==> src/shared/urs_pkg.sv <==
// Package for the USB request-data register block: offsets, field positions,
// reset values and the request event carrier.
// Assumes an 8-bit CPU bus with 16-bit addresses and an SIE that decodes requests.
`default_nettype none
package urs_pkg;
  localparam logic [15:0] DEVICE_ADDRESS_OFS = 16'hFF90;
  localparam logic [15:0] CONFIGURATION_VALUE_OFS = 16'hFF91;
  localparam logic [15:0] ENDPOINT1_HALT_STATUS_OFS = 16'hFF9D;
  localparam logic [15:0] ENDPOINT2_HALT_STATUS_OFS = 16'hFF9E;
  localparam int HALT_BIT_POS = 0;
  localparam int ADDRESS_MSB = 6;
  localparam int CONFIG_MSB = 1;
  localparam logic [7:0] DEVICE_ADDRESS_RST = 8'h00;
  localparam logic [7:0] CONFIGURATION_VALUE_RST = 8'h00;
  localparam logic [7:0] HALT_STATUS_RST = 8'h00;
  localparam logic [7:0] CONFIG_ZERO = 8'h00;
  localparam logic [1:0] ENDPOINT1_NUM = 2'h1;
  localparam logic [1:0] ENDPOINT2_NUM = 2'h2;
  localparam logic [7:0] UNMAPPED_READ = 8'h00;

  // Standard requests as decoded by the SIE, one-cycle strobes
  typedef struct packed {
    logic set_feature_ep;    // SET_FEATURE ENDPOINT_HALT
    logic clear_feature_ep;  // CLEAR_FEATURE ENDPOINT_HALT
    logic get_status_ep;     // GET_STATUS endpoint
    logic [1:0] endpoint;    // Target endpoint number
    logic set_address;       // SET_ADDRESS decoded
    logic [6:0] address;     // wValue of SET_ADDRESS
    logic status_success;    // Successful handshake in status stage
    logic set_configuration; // SET_CONFIGURATION received
    logic [1:0] config_bits; // wValue of SET_CONFIGURATION
    logic set_interface_ep1; // SET_INTERFACE for owner of endpoint1
    logic set_interface_ep2; // SET_INTERFACE for owner of endpoint2
  } urs_request_type;

  // CPU bus access
  typedef struct packed {
    logic wr;
    logic rd;
    logic [15:0] addr;
    logic [7:0] wdata;
  } urs_cpu_type;
endpackage : urs_pkg
`default_nettype wire

==> src/logic/urs_request_regs.sv <==
// Request-data registers: endpoint1/2 halt status, device address, configuration value.
// Assumes requests arrive decoded from the SIE as one-cycle strobes on clock_i.
`default_nettype none
module urs_request_regs
  import urs_pkg::*;
(
  input wire logic clock_i,                 // 20 MHz clock
  input wire logic rst_i,                   // Async reset, active high
  input wire urs_cpu_type cpu_i,            // CPU bus access
  output logic [7:0] cpu_rdata_o,           // Read data
  input wire logic endpoint0_nak_all_i,     // Write enable control from endpoint0
  input wire logic ep1_usb_busy_i,          // USB access to endpoint1 in progress
  input wire logic ep2_usb_busy_i,          // USB access to endpoint2 in progress
  input wire logic ep1_error_i,             // Endpoint1 error pulse
  input wire logic ep2_error_i,             // Endpoint2 error pulse
  input wire urs_request_type req_i,        // Decoded standard requests
  output logic status_valid_o,              // Status byte for GET_STATUS is ready
  output logic [7:0] status_data_o,         // GET_STATUS answer byte
  output logic [7:0] get_config_data_o,     // GET_CONFIGURATION answer byte
  output logic [6:0] bus_address_o,         // Address the SIE matches
  output logic bulk_in_fifo_clear_o,        // Clear pulse for bulk_in_fifo
  output logic bulk_out_fifo_clear_o,       // Clear pulse for bulk_out_fifo
  output logic bulk_in_nak_release_clr_o,   // Clear pulse for bulk_in_nak_release
  output logic bulk_out_nak_release_clr_o,  // Clear pulse for bulk_out_nak_release
  output logic ep1_data_pid_init_o,         // Data PID reset for endpoint1
  output logic ep2_data_pid_init_o,         // Data PID reset for endpoint2
  output logic configured_flag_o            // configured_flag to mode_status
);

  logic [7:0] ep1_status_reg, ep1_status_next;
  logic [7:0] ep2_status_reg, ep2_status_next;
  logic [7:0] device_address_reg, device_address_next;
  logic [6:0] bus_address_reg, bus_address_next;
  logic [7:0] config_reg, config_next;
  logic configured_reg, configured_next;
  logic addr_pending_reg, addr_pending_next;
  logic [7:0] rdata_reg, rdata_next;
  logic [7:0] status_reg, status_next;
  logic status_valid_reg, status_valid_next;
  logic stall1_pulse_reg, stall1_pulse_next;
  logic stall2_pulse_reg, stall2_pulse_next;
  logic pid1_reg, pid1_next;
  logic pid2_reg, pid2_next;
  logic clr1, clr2, set1, set2, fw_wr1, fw_wr2;

  // Halt bit update for one endpoint; hardware set wins over any clear
  function automatic logic [7:0] halt_update(input logic [7:0] cur, input logic fw_wr,
                                             input logic [7:0] wd, input logic set_h,
                                             input logic clr_h);
    logic [7:0] v;
    v = cur;
    if (fw_wr) begin
      v = {7'h00, wd[HALT_BIT_POS]};
    end
    if (clr_h) begin
      v[HALT_BIT_POS] = 1'b0;
    end
    if (set_h) begin
      v[HALT_BIT_POS] = 1'b1;
    end
    return v;
  endfunction : halt_update

  // Halt status registers
  always_comb begin
    fw_wr1 = cpu_i.wr && cpu_i.addr == ENDPOINT1_HALT_STATUS_OFS && endpoint0_nak_all_i
             && !ep1_usb_busy_i;
    fw_wr2 = cpu_i.wr && cpu_i.addr == ENDPOINT2_HALT_STATUS_OFS && endpoint0_nak_all_i
             && !ep2_usb_busy_i;
    set1 = ep1_error_i || (req_i.set_feature_ep && req_i.endpoint == ENDPOINT1_NUM);
    set2 = ep2_error_i || (req_i.set_feature_ep && req_i.endpoint == ENDPOINT2_NUM);
    clr1 = (req_i.clear_feature_ep && req_i.endpoint == ENDPOINT1_NUM) || req_i.set_configuration
           || req_i.set_interface_ep1;
    clr2 = (req_i.clear_feature_ep && req_i.endpoint == ENDPOINT2_NUM) || req_i.set_configuration
           || req_i.set_interface_ep2;
    ep1_status_next = halt_update(ep1_status_reg, fw_wr1, cpu_i.wdata, set1, clr1);
    ep2_status_next = halt_update(ep2_status_reg, fw_wr2, cpu_i.wdata, set2, clr2);
    // Stall entry is the rising edge of the halt bit
    stall1_pulse_next = ep1_status_next[HALT_BIT_POS] && !ep1_status_reg[HALT_BIT_POS];
    stall2_pulse_next = ep2_status_next[HALT_BIT_POS] && !ep2_status_reg[HALT_BIT_POS];
    pid1_next = clr1;
    pid2_next = clr2;
  end

  always_ff @(posedge clock_i or posedge rst_i) begin
    if (rst_i) begin
      ep1_status_reg <= HALT_STATUS_RST;
      ep2_status_reg <= HALT_STATUS_RST;
      stall1_pulse_reg <= 1'b0;
      stall2_pulse_reg <= 1'b0;
      pid1_reg <= 1'b0;
      pid2_reg <= 1'b0;
    end else begin
      ep1_status_reg <= ep1_status_next;
      ep2_status_reg <= ep2_status_next;
      stall1_pulse_reg <= stall1_pulse_next;
      stall2_pulse_reg <= stall2_pulse_next;
      pid1_reg <= pid1_next;
      pid2_reg <= pid2_next;
    end
  end

  // Address and configuration; firmware writes to them are dropped
  always_comb begin
    device_address_next = device_address_reg;
    addr_pending_next = addr_pending_reg;
    bus_address_next = bus_address_reg;
    config_next = config_reg;
    configured_next = configured_reg;
    if (req_i.set_address) begin
      device_address_next = {1'b0, req_i.address};
      addr_pending_next = 1'b1;
    end else if (addr_pending_reg && req_i.status_success) begin
      bus_address_next = device_address_reg[ADDRESS_MSB:0];
      addr_pending_next = 1'b0;
    end
    if (req_i.set_configuration) begin
      config_next = {6'h00, req_i.config_bits};
    end
    // Flag follows the register at once, not the status stage
    if (config_reg == CONFIG_ZERO && config_next != CONFIG_ZERO) begin
      configured_next = 1'b1;
    end else if (config_next == CONFIG_ZERO) begin
      configured_next = 1'b0;
    end
  end

  always_ff @(posedge clock_i or posedge rst_i) begin
    if (rst_i) begin
      device_address_reg <= DEVICE_ADDRESS_RST;
      addr_pending_reg <= 1'b0;
      bus_address_reg <= 7'h00;
      config_reg <= CONFIGURATION_VALUE_RST;
      configured_reg <= 1'b0;
    end else begin
      device_address_reg <= device_address_next;
      addr_pending_reg <= addr_pending_next;
      bus_address_reg <= bus_address_next;
      config_reg <= config_next;
      configured_reg <= configured_next;
    end
  end

  // CPU read mux and GET_STATUS answer
  always_comb begin
    if (cpu_i.addr == DEVICE_ADDRESS_OFS) begin
      rdata_next = device_address_reg;
    end else if (cpu_i.addr == CONFIGURATION_VALUE_OFS) begin
      rdata_next = config_reg;
    end else if (cpu_i.addr == ENDPOINT1_HALT_STATUS_OFS) begin
      rdata_next = ep1_status_reg;
    end else if (cpu_i.addr == ENDPOINT2_HALT_STATUS_OFS) begin
      rdata_next = ep2_status_reg;
    end else begin
      rdata_next = UNMAPPED_READ;
    end
    if (!cpu_i.rd) begin
      rdata_next = rdata_reg;
    end
    status_valid_next = req_i.get_status_ep
                        && (req_i.endpoint == ENDPOINT1_NUM || req_i.endpoint == ENDPOINT2_NUM);
    status_next = status_reg;
    if (status_valid_next) begin
      status_next = (req_i.endpoint == ENDPOINT1_NUM) ? ep1_status_reg : ep2_status_reg;
    end
  end

  always_ff @(posedge clock_i or posedge rst_i) begin
    if (rst_i) begin
      rdata_reg <= 8'h00;
      status_reg <= 8'h00;
      status_valid_reg <= 1'b0;
    end else begin
      rdata_reg <= rdata_next;
      status_reg <= status_next;
      status_valid_reg <= status_valid_next;
    end
  end

  assign cpu_rdata_o = rdata_reg;
  assign status_valid_o = status_valid_reg;
  assign status_data_o = status_reg;
  assign get_config_data_o = config_reg;
  assign bus_address_o = bus_address_reg;
  assign bulk_in_fifo_clear_o = stall1_pulse_reg;
  assign bulk_in_nak_release_clr_o = stall1_pulse_reg;
  assign bulk_out_fifo_clear_o = stall2_pulse_reg;
  assign bulk_out_nak_release_clr_o = stall2_pulse_reg;
  assign ep1_data_pid_init_o = pid1_reg;
  assign ep2_data_pid_init_o = pid2_reg;
  assign configured_flag_o = configured_reg;

  // Checks
  write_gate_a: assert property (@(posedge clock_i) disable iff (rst_i)
    (cpu_i.wr && cpu_i.addr == ENDPOINT1_HALT_STATUS_OFS && !endpoint0_nak_all_i && !ep1_error_i
     && !req_i.set_feature_ep && !req_i.set_configuration && !req_i.clear_feature_ep && !req_i.set_interface_ep1)
    |=> $stable(ep1_status_reg)) else $error("ep1 write taken without nak_all");
  busy_one_a: assert property (@(posedge clock_i) disable iff (rst_i)
    (ep1_usb_busy_i && !ep1_error_i && !req_i.set_feature_ep && !req_i.set_configuration
     && !req_i.clear_feature_ep && !req_i.set_interface_ep1) |=> $stable(ep1_status_reg))
    else $error("ep1 changed during USB access");
  busy_two_a: assert property (@(posedge clock_i) disable iff (rst_i)
    (ep2_usb_busy_i && !ep2_error_i && !req_i.set_feature_ep && !req_i.set_configuration
     && !req_i.clear_feature_ep && !req_i.set_interface_ep2) |=> $stable(ep2_status_reg))
    else $error("ep2 changed during USB access");
  error_one_a: assert property (@(posedge clock_i) disable iff (rst_i)
    ep1_error_i |=> ep1_status_reg[HALT_BIT_POS]) else $error("ep1 error did not halt");
  error_two_a: assert property (@(posedge clock_i) disable iff (rst_i)
    ep2_error_i |=> ep2_status_reg[HALT_BIT_POS]) else $error("ep2 error did not halt");
  stall_clear_a: assert property (@(posedge clock_i) disable iff (rst_i)
    $rose(ep1_status_reg[HALT_BIT_POS]) |-> bulk_in_fifo_clear_o && bulk_in_nak_release_clr_o)
    else $error("ep1 stall did not clear bulk in");
  cfg_clear_a: assert property (@(posedge clock_i) disable iff (rst_i)
    (req_i.set_configuration && !ep1_error_i) |=> !ep1_status_reg[HALT_BIT_POS] ##0 ep1_data_pid_init_o)
    else $error("set configuration did not clear halt");
  addr_defer_a: assert property (@(posedge clock_i) disable iff (rst_i)
    !req_i.status_success |=> $stable(bus_address_o)) else $error("address used before handshake");
  configured_flag_flag_a: assert property (@(posedge clock_i) disable iff (rst_i)
    (config_reg == CONFIG_ZERO && req_i.set_configuration && req_i.config_bits != 2'h0)
    |=> configured_flag_o && config_reg != CONFIG_ZERO) else $error("configured flag late");

  // Checks below leave out same-cycle set requests, because set wins by design
  // and a clear would otherwise look lost. They only sample on the rising clock edge,
  // so a glitch on the request strobes between edges cannot trip them.

  // Second halt register obeys the same write gate
  write_gate_two_a: assert property (@(posedge clock_i) disable iff (rst_i)
    (cpu_i.wr && cpu_i.addr == ENDPOINT2_HALT_STATUS_OFS && !endpoint0_nak_all_i && !ep2_error_i
     && !req_i.set_feature_ep && !req_i.set_configuration && !req_i.clear_feature_ep && !req_i.set_interface_ep2)
    |=> $stable(ep2_status_reg))
    else $error("ep2 write taken without nak_all");

  // Only the halt bit is storage; the upper bits always read 0
  halt_upper_a: assert property (@(posedge clock_i) disable iff (rst_i)
    1'b1
    |-> ep1_status_reg[7:1] == 7'h00 && ep2_status_reg[7:1] == 7'h00)
    else $error("halt upper bits set");

  // Endpoint2 stall entry clears the bulk out side
  stall_two_a: assert property (@(posedge clock_i) disable iff (rst_i)
    $rose(ep2_status_reg[HALT_BIT_POS])
    |-> bulk_out_fifo_clear_o && bulk_out_nak_release_clr_o)
    else $error("ep2 stall did not clear bulk out");

  // Bulk in clear pulses only on stall entry, never spuriously
  stall_only_a: assert property (@(posedge clock_i) disable iff (rst_i)
    bulk_in_fifo_clear_o || bulk_in_nak_release_clr_o
    |-> $rose(ep1_status_reg[HALT_BIT_POS]))
    else $error("bulk in cleared without stall");

  // Bulk out clear pulses only on stall entry, never spuriously
  stall_only_two_a: assert property (@(posedge clock_i) disable iff (rst_i)
    bulk_out_fifo_clear_o || bulk_out_nak_release_clr_o
    |-> $rose(ep2_status_reg[HALT_BIT_POS]))
    else $error("bulk out cleared without stall");

  // GET_STATUS to endpoint1 answers with the register as it stood
  status_one_a: assert property (@(posedge clock_i) disable iff (rst_i)
    req_i.get_status_ep && req_i.endpoint == ENDPOINT1_NUM
    |=> status_valid_o && status_data_o == $past(ep1_status_reg))
    else $error("ep1 status answer wrong");

  // GET_STATUS to endpoint2 answers with the register as it stood
  status_two_a: assert property (@(posedge clock_i) disable iff (rst_i)
    req_i.get_status_ep && req_i.endpoint == ENDPOINT2_NUM
    |=> status_valid_o && status_data_o == $past(ep2_status_reg))
    else $error("ep2 status answer wrong");

  // No answer strobe without a request
  status_idle_a: assert property (@(posedge clock_i) disable iff (rst_i)
    !req_i.get_status_ep
    |=> !status_valid_o)
    else $error("status answer without request");

  // SET_FEATURE halts endpoint1
  feature_set_a: assert property (@(posedge clock_i) disable iff (rst_i)
    req_i.set_feature_ep && req_i.endpoint == ENDPOINT1_NUM
    |=> ep1_status_reg[HALT_BIT_POS])
    else $error("ep1 set feature lost");

  // SET_FEATURE halts endpoint2
  feature_set_two_a: assert property (@(posedge clock_i) disable iff (rst_i)
    req_i.set_feature_ep && req_i.endpoint == ENDPOINT2_NUM
    |=> ep2_status_reg[HALT_BIT_POS])
    else $error("ep2 set feature lost");

  // CLEAR_FEATURE releases endpoint1 and restarts its data PID
  feature_clr_a: assert property (@(posedge clock_i) disable iff (rst_i)
    req_i.clear_feature_ep && req_i.endpoint == ENDPOINT1_NUM && !ep1_error_i && !req_i.set_feature_ep
    |=> !ep1_status_reg[HALT_BIT_POS] && ep1_data_pid_init_o)
    else $error("ep1 clear feature lost");

  // SET_INTERFACE releases endpoint2 and restarts its data PID
  intf_clr_two_a: assert property (@(posedge clock_i) disable iff (rst_i)
    req_i.set_interface_ep2 && !ep2_error_i && !req_i.set_feature_ep
    |=> !ep2_status_reg[HALT_BIT_POS] && ep2_data_pid_init_o)
    else $error("ep2 set interface did not clear halt");

  // SET_ADDRESS value lands in the address bits, top bit stays 0
  addr_store_a: assert property (@(posedge clock_i) disable iff (rst_i)
    req_i.set_address
    |=> device_address_reg == {1'b0, $past(req_i.address)})
    else $error("device address not stored");

  // Stored address goes live on the status-stage handshake
  addr_apply_a: assert property (@(posedge clock_i) disable iff (rst_i)
    addr_pending_reg && req_i.status_success && !req_i.set_address
    |=> bus_address_o == $past(device_address_reg[ADDRESS_MSB:0]))
    else $error("address not applied after handshake");

  // Address register is read-only: only SET_ADDRESS moves it
  ro_address_a: assert property (@(posedge clock_i) disable iff (rst_i)
    !req_i.set_address
    |=> $stable(device_address_reg))
    else $error("device address changed without request");

  // SET_CONFIGURATION value lands in the configuration bits
  cfg_store_a: assert property (@(posedge clock_i) disable iff (rst_i)
    req_i.set_configuration
    |=> config_reg == {6'h00, $past(req_i.config_bits)} && get_config_data_o == config_reg)
    else $error("configuration not stored");

  // Configuration register is read-only: only SET_CONFIGURATION moves it
  cfg_ro_a: assert property (@(posedge clock_i) disable iff (rst_i)
    !req_i.set_configuration
    |=> $stable(config_reg))
    else $error("configuration changed without request");

  // Flag never claims configured while the value is zero
  configured_flag_zero_a: assert property (@(posedge clock_i) disable iff (rst_i)
    config_reg == CONFIG_ZERO
    |-> !configured_flag_o)
    else $error("configured flag with zero value");

  // Read data holds between reads so readback is stable
  rdata_hold_a: assert property (@(posedge clock_i) disable iff (rst_i)
    !cpu_i.rd
    |=> $stable(cpu_rdata_o))
    else $error("read data changed without read");
endmodule : urs_request_regs
`default_nettype wire

==> config.mk <==
export PLATFORM = sky130hd
export DESIGN_NAME = urs_request_regs
export DESIGN_NICKNAME = d
export VERILOG_FILES = /design/src/shared/urs_pkg.sv /design/src/logic/urs_request_regs.sv
export SDC_FILE = /design/constraint.sdc
export NUM_CORES = 1
export LEC_CHECK = 0
export BUFFER_PORTS_ARGS = -buffer_cell sky130_fd_sc_hd__buf_2
export CORE_ASPECT_RATIO = 1.2
export CORE_UTILIZATION = 48
export CTS_CLUSTER_DIAMETER = 100
export CTS_CLUSTER_SIZE = 25
export DETAILED_ROUTE_END_ITERATION = 10
export GPL_ROUTABILITY_DRIVEN = 0
export PLACE_DENSITY = 0.87
export SLEW_MARGIN = 5
export SYNTH_ARGS = -nofsm -noshare
export SYNTH_HDL_FRONTEND = slang
export SYNTH_SLANG_ARGS = --single-unit
==> constraint.sdc <==
create_clock -name clock_i -period 2.8 [get_ports clock_i]
set_clock_uncertainty 0.1 [all_clocks]
set_input_delay 0.56 -clock clock_i [delete_from_list [all_inputs] [get_ports clock_i]]
set_output_delay 0.56 -clock clock_i [all_outputs]
set_load 0.03 [all_outputs]
Word-level counts from Yosys, hierarchy flattened
Index checks and enable logic that the tools add are counted.
{ "word_totals": {"out_inout_bits": 39, "inputBits": 52, "reg_bits": 47, "wordCells": 69} }
{ "classes": {"reduce_logical": 32, "bitwise": 1, "mux": 16, "n_eq_ne": 6} }
{ "ops": {"columns": ["operator", "n"], "rows": [
  ["== test 16 bit, second input constant", 4],
  ["two-way mux 8 bit", 3],
  ["zero test 8 bit", 2],
  ["logical AND 1 bit", 15],
  ["two-way mux 1 bit", 13],
  ["nonzero test 8 bit", 1],
  ["logical OR 1 bit", 7],
  ["zero test 1 bit", 4],
  ["nonzero test 2 bit", 2],
  ["== test 2 x 1 -> 1 bit, second input constant", 1],
  ["== test 2 bit, second input constant", 1],
  ["AND reduction 2 bit", 1],
  ["inverter 1 bit", 1]
]} }

Logic depth before layout (Yosys ltp)
Gate-level depths: netlist (run 1).
{ "logic_depth": {"depth_word": 8, "mapped_depth": 6, "ltp_nobuf": 6} }

Least setup slack after synthesis (run 1)
OpenSTA, ideal clock, no wires.
{ "synth_timing": {"path_kind": "input -> register", "start": "input port cpu_i[14] (netlist bit)", "end": "register rdata_reg[1], in the netlist cpu_rdata_o[1]", "required_ps": 2633, "path_stages": 5, "arrival_time_ps": 1595, "path_slack_ps": 1038, "n_path_buf": 1, "setup_ps": 67, "cell_sequence": "nand4bb_1 > or4_4 > nor2b_4 > buf_6 > a221o_1"} }
{ "synth_between": {"elab_chain_cells": 3, "word_cells_on_any_way": 4, "cone_classes": "eq/ne: 2; mux: 2"} }
{ "synth_lines": {"columns": ["item", "line", "text"], "rows": [
  ["from (decl)", "urs_request_regs.sv:9", "input wire urs_cpu_type cpu_i,"],
  ["== test 16 bit", "urs_request_regs.sv:148", "end else if (cpu_i.addr == CONFIGURATION_VALUE_OFS) begin"],
  ["two-way mux 8 bit", "urs_request_regs.sv:148", null],
  ["two-way mux 8 bit *", "urs_request_regs.sv:146", "if (cpu_i.addr == DEVICE_ADDRESS_OFS) begin"],
  ["to (signal assigned)", "urs_request_regs.sv:174", "rdata_reg <= rdata_next;"],
  ["to (decl)", "urs_request_regs.sv:37", "logic [7:0] rdata_reg, rdata_next;"]
]} }
Every way passes the cells marked *; elsewhere a longest branch is shown, timed or not.
A chain may end at the register's enable or synchronous reset.

Worst setup path in the final report (run 1)
{ "layout_timing": {"start": "input port cpu_i[14] (netlist bit)", "end": "register rdata_reg[2], in the netlist cpu_rdata_o[2]"} }
The elaborated chain is that of the path after synthesis.

==> results of run 1 <==
worst max-delay path, cell delays in order:
cell and delay, ns:
sky130_fd_sc_hd__buf_2 0.09, sky130_fd_sc_hd__nand4bb_1 0.24, sky130_fd_sc_hd__or4_4 0.50, sky130_fd_sc_hd__nor2b_4 0.22
sky130_fd_sc_hd__a221o_1 0.18
routing by layer:
layer | up-vias | global-route usage | share of wire
met1 | 647 | 0.240 | 0.41
met2 | 69 | 0.314 | 0.48
met4 | 0 | 0.0714 | 0.014
met5 | - | 0 | 0
li1 | 662 | - | -
met3 | 5 | 0.0672 | 0.092
worst max path at each step:
stage                                       endpoint      start  slack [ns]  cells after the start
final                     cpu_rdata_o[2]$_DFFE_PP0P_  cpu_i[14]        1.13                      5
after CTS                 cpu_rdata_o[2]$_DFFE_PP0P_  cpu_i[14]        1.12                      5
after floorplan           cpu_rdata_o[1]$_DFFE_PP0P_  cpu_i[14]        1.04                      5
after global routing      cpu_rdata_o[2]$_DFFE_PP0P_  cpu_i[14]        1.06                      5
after global placement    cpu_rdata_o[1]$_DFFE_PP0P_  cpu_i[14]        0.83                      5
after detailed placement  cpu_rdata_o[1]$_DFFE_PP0P_  cpu_i[14]        0.81                      5
metrics by stage:
step / hold slack, ns / area [sq um] / worst slack [ns] / power (W) / instances
CTS: 0.272 / 2290 / 1.12 / 0.00141 / 261
floorplan: 0.342 / 1830 / 1.04 / 0.000841 / 149
finish: 0.260 / 2290 / 1.13 / 0.00139 / 261
global route: 0.306 / 2290 / 1.06 / 0.00145 / 261
global placement: 0.360 / 2180 / 0.829 / 0.000921 / 253
detailed placement: 0.367 / 2180 / 0.813 / 0.000928 / 253
area by class of cell:
| type | count | area (sq um) | area share |
|---|---|---|---|
| Multi-Input combinational cell | 90 | 714 | 0.312 |
| Tap cell | 39 | 48.8 | 0.0213 |
| Inverter | 7 | 26.3 | 0.0115 |
| Sequential cell | 40 | 1000 | 0.436 |
| Clock buffer | 5 | 68.8 | 0.0300 |
| Clock inverter | 3 | 46.3 | 0.0202 |
| Timing Repair Buffer | 77 | 388 | 0.169 |
logic make-up (layout without fill, tap and decap cells):
| group | after synthesis | count (layout) | synth area share |
|---|---|---|---|
| adders and majority gates | 2 | 2 | 0.0139 |
| and+or+nand+nor | 42 | 42 | 0.170 |
| buffers and inverters | 19 | 92 | 0.0624 |
| muxes | 17 | 17 | 0.105 |
| other | 1 | 7 | 0.00208 |
| AOI/OAI and AO/OA | 22 | 22 | 0.0915 |
| DFF | 40 | 40 | 0.554 |
layout by cell type, fill, tap and decap left out, types with 2 or more instances in the layout:
| cell | synthesis | layout |
|---|---|---|
| sky130_fd_sc_hd__nor3_1 | 2 | 2 |
| sky130_fd_sc_hd__clkbuf_8 | 0 | 5 |
| sky130_fd_sc_hd__nand2_1 | 3 | 3 |
| sky130_fd_sc_hd__inv_1 | 6 | 6 |
| sky130_fd_sc_hd__nand3b_1 | 5 | 5 |
| sky130_fd_sc_hd__ha_1 | 2 | 2 |
| sky130_fd_sc_hd__dfrtp_1 | 40 | 40 |
| sky130_fd_sc_hd__and2b_4 | 6 | 6 |
| sky130_fd_sc_hd__mux2_1 | 16 | 16 |
| sky130_fd_sc_hd__a211oi_1 | 2 | 2 |
| sky130_fd_sc_hd__conb_1 | 1 | 7 |
| sky130_fd_sc_hd__nor2b_4 | 2 | 2 |
| sky130_fd_sc_hd__buf_2 | 0 | 76 |
| sky130_fd_sc_hd__a21oi_1 | 7 | 7 |
| sky130_fd_sc_hd__nor4_1 | 5 | 5 |
| sky130_fd_sc_hd__nand4_1 | 4 | 4 |
| sky130_fd_sc_hd__a221o_1 | 6 | 6 |
| sky130_fd_sc_hd__nor2_1 | 3 | 3 |
| sky130_fd_sc_hd__nor2b_1 | 7 | 7 |
power by group through the flow:
stage / clock network [W] / registers, W / logic, W
floorplan: 0 / 0.000744 / 0.0000976
global placement: 0 / 0.000669 / 0.000252
detailed placement: 0 / 0.000671 / 0.000257
CTS: 0.000488 / 0.000661 / 0.000258
global route: 0.000511 / 0.000667 / 0.000272
finish: 0.000476 / 0.000659 / 0.000255
==> impl_results.md, run 1 <==
* Clock Latency Late Sink at approximately 0.3 ns
* Die Y at a little under 70 um
* Fraction of final layout cells with drive strength greater than 1 at 0.432
* Vias in the first global route at 1287
* Setup-violating endpoint count in the final report at 0
* Yosys synthesis warning count at 0
* Number of standard-cell rows in the floorplan at 24
* Switching share of total power at 0.291
* Top-area cell type share of the netlist area at 0.554
* Sequential fraction of design power at 0.474
* Post-synth top cells: 40 x sky130_fd_sc_hd__dfrtp_1, 16 x sky130_fd_sc_hd__mux2_1, 9 x sky130_fd_sc_hd__buf_4, 7 x sky130_fd_sc_hd__a21oi_1, 7 x sky130_fd_sc_hd__nor2b_1
* Placeable core region at 0.00360 sq mm
* Diodes inserted at 0
* Worst Setup End Kind: flop
* Remaining Overflow, GRT at 0
* Max-slew violation total from the final report at 0
* Average wire per standard cell at 14.3 um
* Peak supply drop at about 0.38 mV
* RSZ-0062 raised after global routing: no
* Post-CTS clock slew at the launch and capture registers of the worst setup and hold paths at about 0.080 ns
* Inserted Clock Buffers at 5
* First-iteration detailed-routing DRC count at 66
* Number of enable flip-flop cells after synthesis at 0
* Gate count of the mapped netlist at between 100 and 150
* Post-CTS setup buffer count at 0
* Worst Max-Slew Pin Slew at 0.634 ns
* Maximum clock frequency at between 0.5 and 0.6 GHz
* Data required time of the worst path at 2.93 ns
* Final-layout setup total negative slack at 0 ns
* Post-synthesis instance area at around 0.0018 sq mm
* Depth of the most critical reg-to-reg path at 2
* Crit path arrival time at between 1.5 and 2 ns
* Worst reg2reg path startpoint: addr_pending_reg$_DFFE_PP0P_
* Count of vias placed by the detailed router at around 1400
* Post-CTS Hold Fix Bufs at 0
* Async SR Flop Fraction at 1.00
* Count of filler cells inserted in the layout at 291
* Starting utilization of the core area at 0.501
* Buffer levels on the longest clock path at 2
* Period utilization at 0.598
* Sequential area share after synthesis at 0.554
* Half-perimeter wire length of the detailed placement result at between 2000 and 3000 um
* Antenna violations before repair at 0
* CTS HTree Levels at 2
* Count of pins on the block boundary at between 90 and 100
* Register-to-register setup slack at between 1.5 and 2 ns
* Pin count of the biggest net entering global routing at a little over 40
* Util after Layout at 0.636
* Most frequently used cell type in the post-synthesis netlist: sky130_fd_sc_hd__dfrtp_1
* Count of distinct cell types in the synthesized netlist at 34
* Final critical-path required period at about 1.7 ns
* Violated checks: DRC
* Maximum capacitance violations at 0
* HP Class: in -> async
* Combinational share of power at 0.183
* Switching power total at between 0.0004 and 0.0005 W
* CTS Root Cell: sky130_fd_sc_hd__clkbuf_8
* Most used flip-flop cell after synthesis: sky130_fd_sc_hd__dfrtp_1
* CTS tree: done
* Startpoint kind of the worst setup timing path: input port
* Vias per cell at about 5.3
* Post-cts repair resize count at 0
* Die outline area at 0.00401 sq mm
* Layout net count at 275
* Die Width at 58.0 um
* Mean instance size in the synthesized netlist at 12.6 sq um
* First-pass GRT wire length at ~5800 um
* DRC violations left at 10
* Endpoint of the worst register-to-register path: bus_address_o[6]$_DFFE_PP0P_
* ANT nets after route at 0
* Internal power consumption at 0.000986 W
* Area overhead of the layout relative to synthesis at 27.0%
* Static leakage at between 1 and 1.5 nW
* Drt first pass iters at 7
* Result of the run: finished, violations left
* Number of sinks handled by clock tree synthesis at 40
* FF+latch count, synth at 40
* Crit path kind: in -> reg
* Endpoints failing hold at 0
* Aggregate routed wire length at roughly 3700 um
* Cell accounting for the most synthesized area: sky130_fd_sc_hd__dfrtp_1
* Overall routing resource usage at 0.195
* Tightest slew margin relative to the limit at 0.573
* Most area-consuming cells after synthesis: sky130_fd_sc_hd__dfrtp_1 55%, sky130_fd_sc_hd__mux2_1 10%, sky130_fd_sc_hd__buf_4 3.7%
* IO buf count at between 70 and 80
* Maximum fanout encountered on the critical timing path at 7
* Clock group share of total power at 0.343
* Pwr per Cell Area at about 600 mW/mm^2
Power figures use the tool's default switching activity.
==> inputs of run 2 (changes only) <==
--- a/config.mk
+++ b/config.mk
@@ -7,12 +7,12 @@
 export LEC_CHECK = 0
 export BUFFER_PORTS_ARGS = -buffer_cell sky130_fd_sc_hd__buf_2
 export CORE_ASPECT_RATIO = 1.2
-export CORE_UTILIZATION = 48
+export CORE_UTILIZATION = 45
 export CTS_CLUSTER_DIAMETER = 100
 export CTS_CLUSTER_SIZE = 25
 export DETAILED_ROUTE_END_ITERATION = 10
 export GPL_ROUTABILITY_DRIVEN = 0
-export PLACE_DENSITY = 0.87
+export PLACE_DENSITY = 0.82
 export SLEW_MARGIN = 5
 export SYNTH_ARGS = -nofsm -noshare
 export SYNTH_HDL_FRONTEND = slang
==> constraint.sdc (replaced) <==
create_clock -name clock_i -period 1.65 [get_ports clock_i]
set_clock_uncertainty 0.1 [all_clocks]
set_input_delay 0.33 -clock clock_i [delete_from_list [all_inputs] [get_ports clock_i]]
set_output_delay 0.33 -clock clock_i [all_outputs]
set_load 0.03 [all_outputs]
==> impl_results.md, run 2 (same netlist as run 1, synthesis figures left out) <==
* Crit path arrival time at ~1.6 ns
* Area overhead of the layout relative to synthesis at 31.0%
* CTS tree: done
* Startpoint kind of the worst setup timing path: input port
* CTS Root Cell: sky130_fd_sc_hd__clkbuf_8
* Die Width at 59.8 um
* Buffer levels on the longest clock path at 2
* Static leakage at ~1.2 nW
* Aggregate routed wire length at 3860 um
* Cell area after layout at ~0.0024 sq mm
* Setup-violating endpoint count in the final report at 0
* Pin count of the biggest net entering global routing at between 40 and 50
* RSZ-0062 raised after global routing: no
* Source of the critical timing path: cpu_i[14]
* Maximum clock frequency at between 0.7 and 0.8 GHz
* Drt first pass iters at 4
* Half-perimeter wire length of the detailed placement result at ~3000 um
* Data required time of the worst path at ~1.8 ns
* Starting utilization of the core area at 0.485
* Smallest setup slack after layout at between 0.2 and 0.25 ns
* Post-cts repair resize count at 0
* Worst reg2reg path startpoint: addr_pending_reg$_DFFE_PP0P_
* First-iteration detailed-routing DRC count at 50
* Antenna violations before repair at 0
* Number of non-filler instances in the completed layout at about 280
* Die Y at just over 70 um
* Max-slew violation total from the final report at 0
* DP Cell Count at about 270
* Commonest non-fill, non-tap cells in the layout: 76 x sky130_fd_sc_hd__buf_2, 40 x sky130_fd_sc_hd__dfrtp_1, 16 x sky130_fd_sc_hd__mux2_1, 9 x sky130_fd_sc_hd__buf_4
* Fraction of final layout cells with drive strength greater than 1 at 0.452
* Worst hold slack at 0.0470 ns
* Final critical-path required period at 1.42 ns
* IO buf count at 76
* Final-layout setup total negative slack at 0 ns
* Layout net count at about 280
* Result of the run: finished clean
* Clock Latency Late Sink at just under 0.3 ns
* First-pass GRT wire length at slightly above 6000 um
* Vias in the first global route at approximately 1400
* Worst Setup End Kind: flop
* CTS HTree Levels at 2
* Average wire per standard cell at around 14 um
* Pwr per Cell Area at 993 mW/mm^2
* HP Class: in -> async
* Number of sinks handled by clock tree synthesis at 40
* Number of standard-cell rows in the floorplan at 24
* Period utilization at 0.860
* Count of vias placed by the detailed router at 1436
* Crit path kind: in -> reg
* ANT nets after route at 0
* Diodes inserted at 0
* Maximum capacitance violations at 0
* Count of pins on the block boundary at between 90 and 100
* Placeable core region at 0.00372 sq mm
* Inserted Clock Buffers at 5
* Peak supply drop at around 0.54 mV
* Overall routing resource usage at 0.199
* Placed Instance Area at between 0.002 and 0.0025 sq mm
* Endpoints failing hold at 0
* Post-CTS setup buffer count at 0
* Post-CTS Hold Fix Bufs at 0
* Remaining Overflow, GRT at 0
* Vias per cell at between 5 and 6
* Maximum fanout encountered on the critical timing path at 7
* Minimum setup slack after placement at -0.0631 ns
* DRC violations left at 0
* Post-CTS clock slew at the launch and capture registers of the worst setup and hold paths at ~0.08 ns
* Die outline area at ~0.0043 sq mm
* Leading cell type in the layout, fill and taps excluded: sky130_fd_sc_hd__buf_2
## run 2: metrics by stage
step / power [W] / util
finish: 0.00235 / 0.635
CTS: 0.00238 / 0.635
global route: 0.00247 / 0.635
global placement: 0.00157 / 0.606
floorplan: 0.00143 / -
detailed placement: 0.00159 / 0.606
## run 2: report_power, final
part / leakage, nW / internal [W] / total, W / switching [W]
combinational: 0.639 / 0.000159 / 0.000445 / 0.000286
sequential: 0.498 / 0.00107 / 0.00112 / 0.0000516
clock: 0.0541 / 0.000447 / 0.000785 / 0.000338
total: 1.19 / 0.00167 / 0.00235 / 0.000676
## run 2: critical path, stage by stage
cell,delay (ns)
sky130_fd_sc_hd__buf_2,0.09
sky130_fd_sc_hd__nand4bb_1,0.21
sky130_fd_sc_hd__or4_4,0.49
sky130_fd_sc_hd__nor2b_4,0.24
sky130_fd_sc_hd__a221o_1,0.19
## run 2: area by class of cell
type                       instances  area [sq um]
fill                             320          1360
sequential                        40          1000
multi-input combinational         90           714
timing repair buffer              85           448
clock buffer                       5          68.8
tap                               52          65.1
clock inverter                     3          42.5
inverter                           7          26.3
## run 2: worst paths after layout
kind | to | depth (start not counted) | slack, ns
min | device_address_reg[0]$_DFFE_PP0P_ | 3 | 0.05
min in group clock_i | device_address_reg[3]$_DFFE_PP0P_ | 2 | 0.15
max | cpu_rdata_o[5]$_DFFE_PP0P_ | 5 | 0.23
max reg2reg | bus_address_o[0]$_DFFE_PP0P_ | 2 | 0.39
max in group asynchronous | get_config_data_o[1]$_DFF_PP0_ | 3 | 1.06
min reg2reg | cpu_rdata_o[0]$_DFFE_PP0P_ | 1 | 0.39
## run 2: routing by layer
metal,part of all wire,routed length [um],global-route usage,up-vias
met3,0.096,372,0.0668,8
met4,0.017,67,0.0775,0
met1,0.41,1600,0.245,679
met5,0,0,0,-
met2,0.47,1820,0.317,78
li1,-,-,-,671
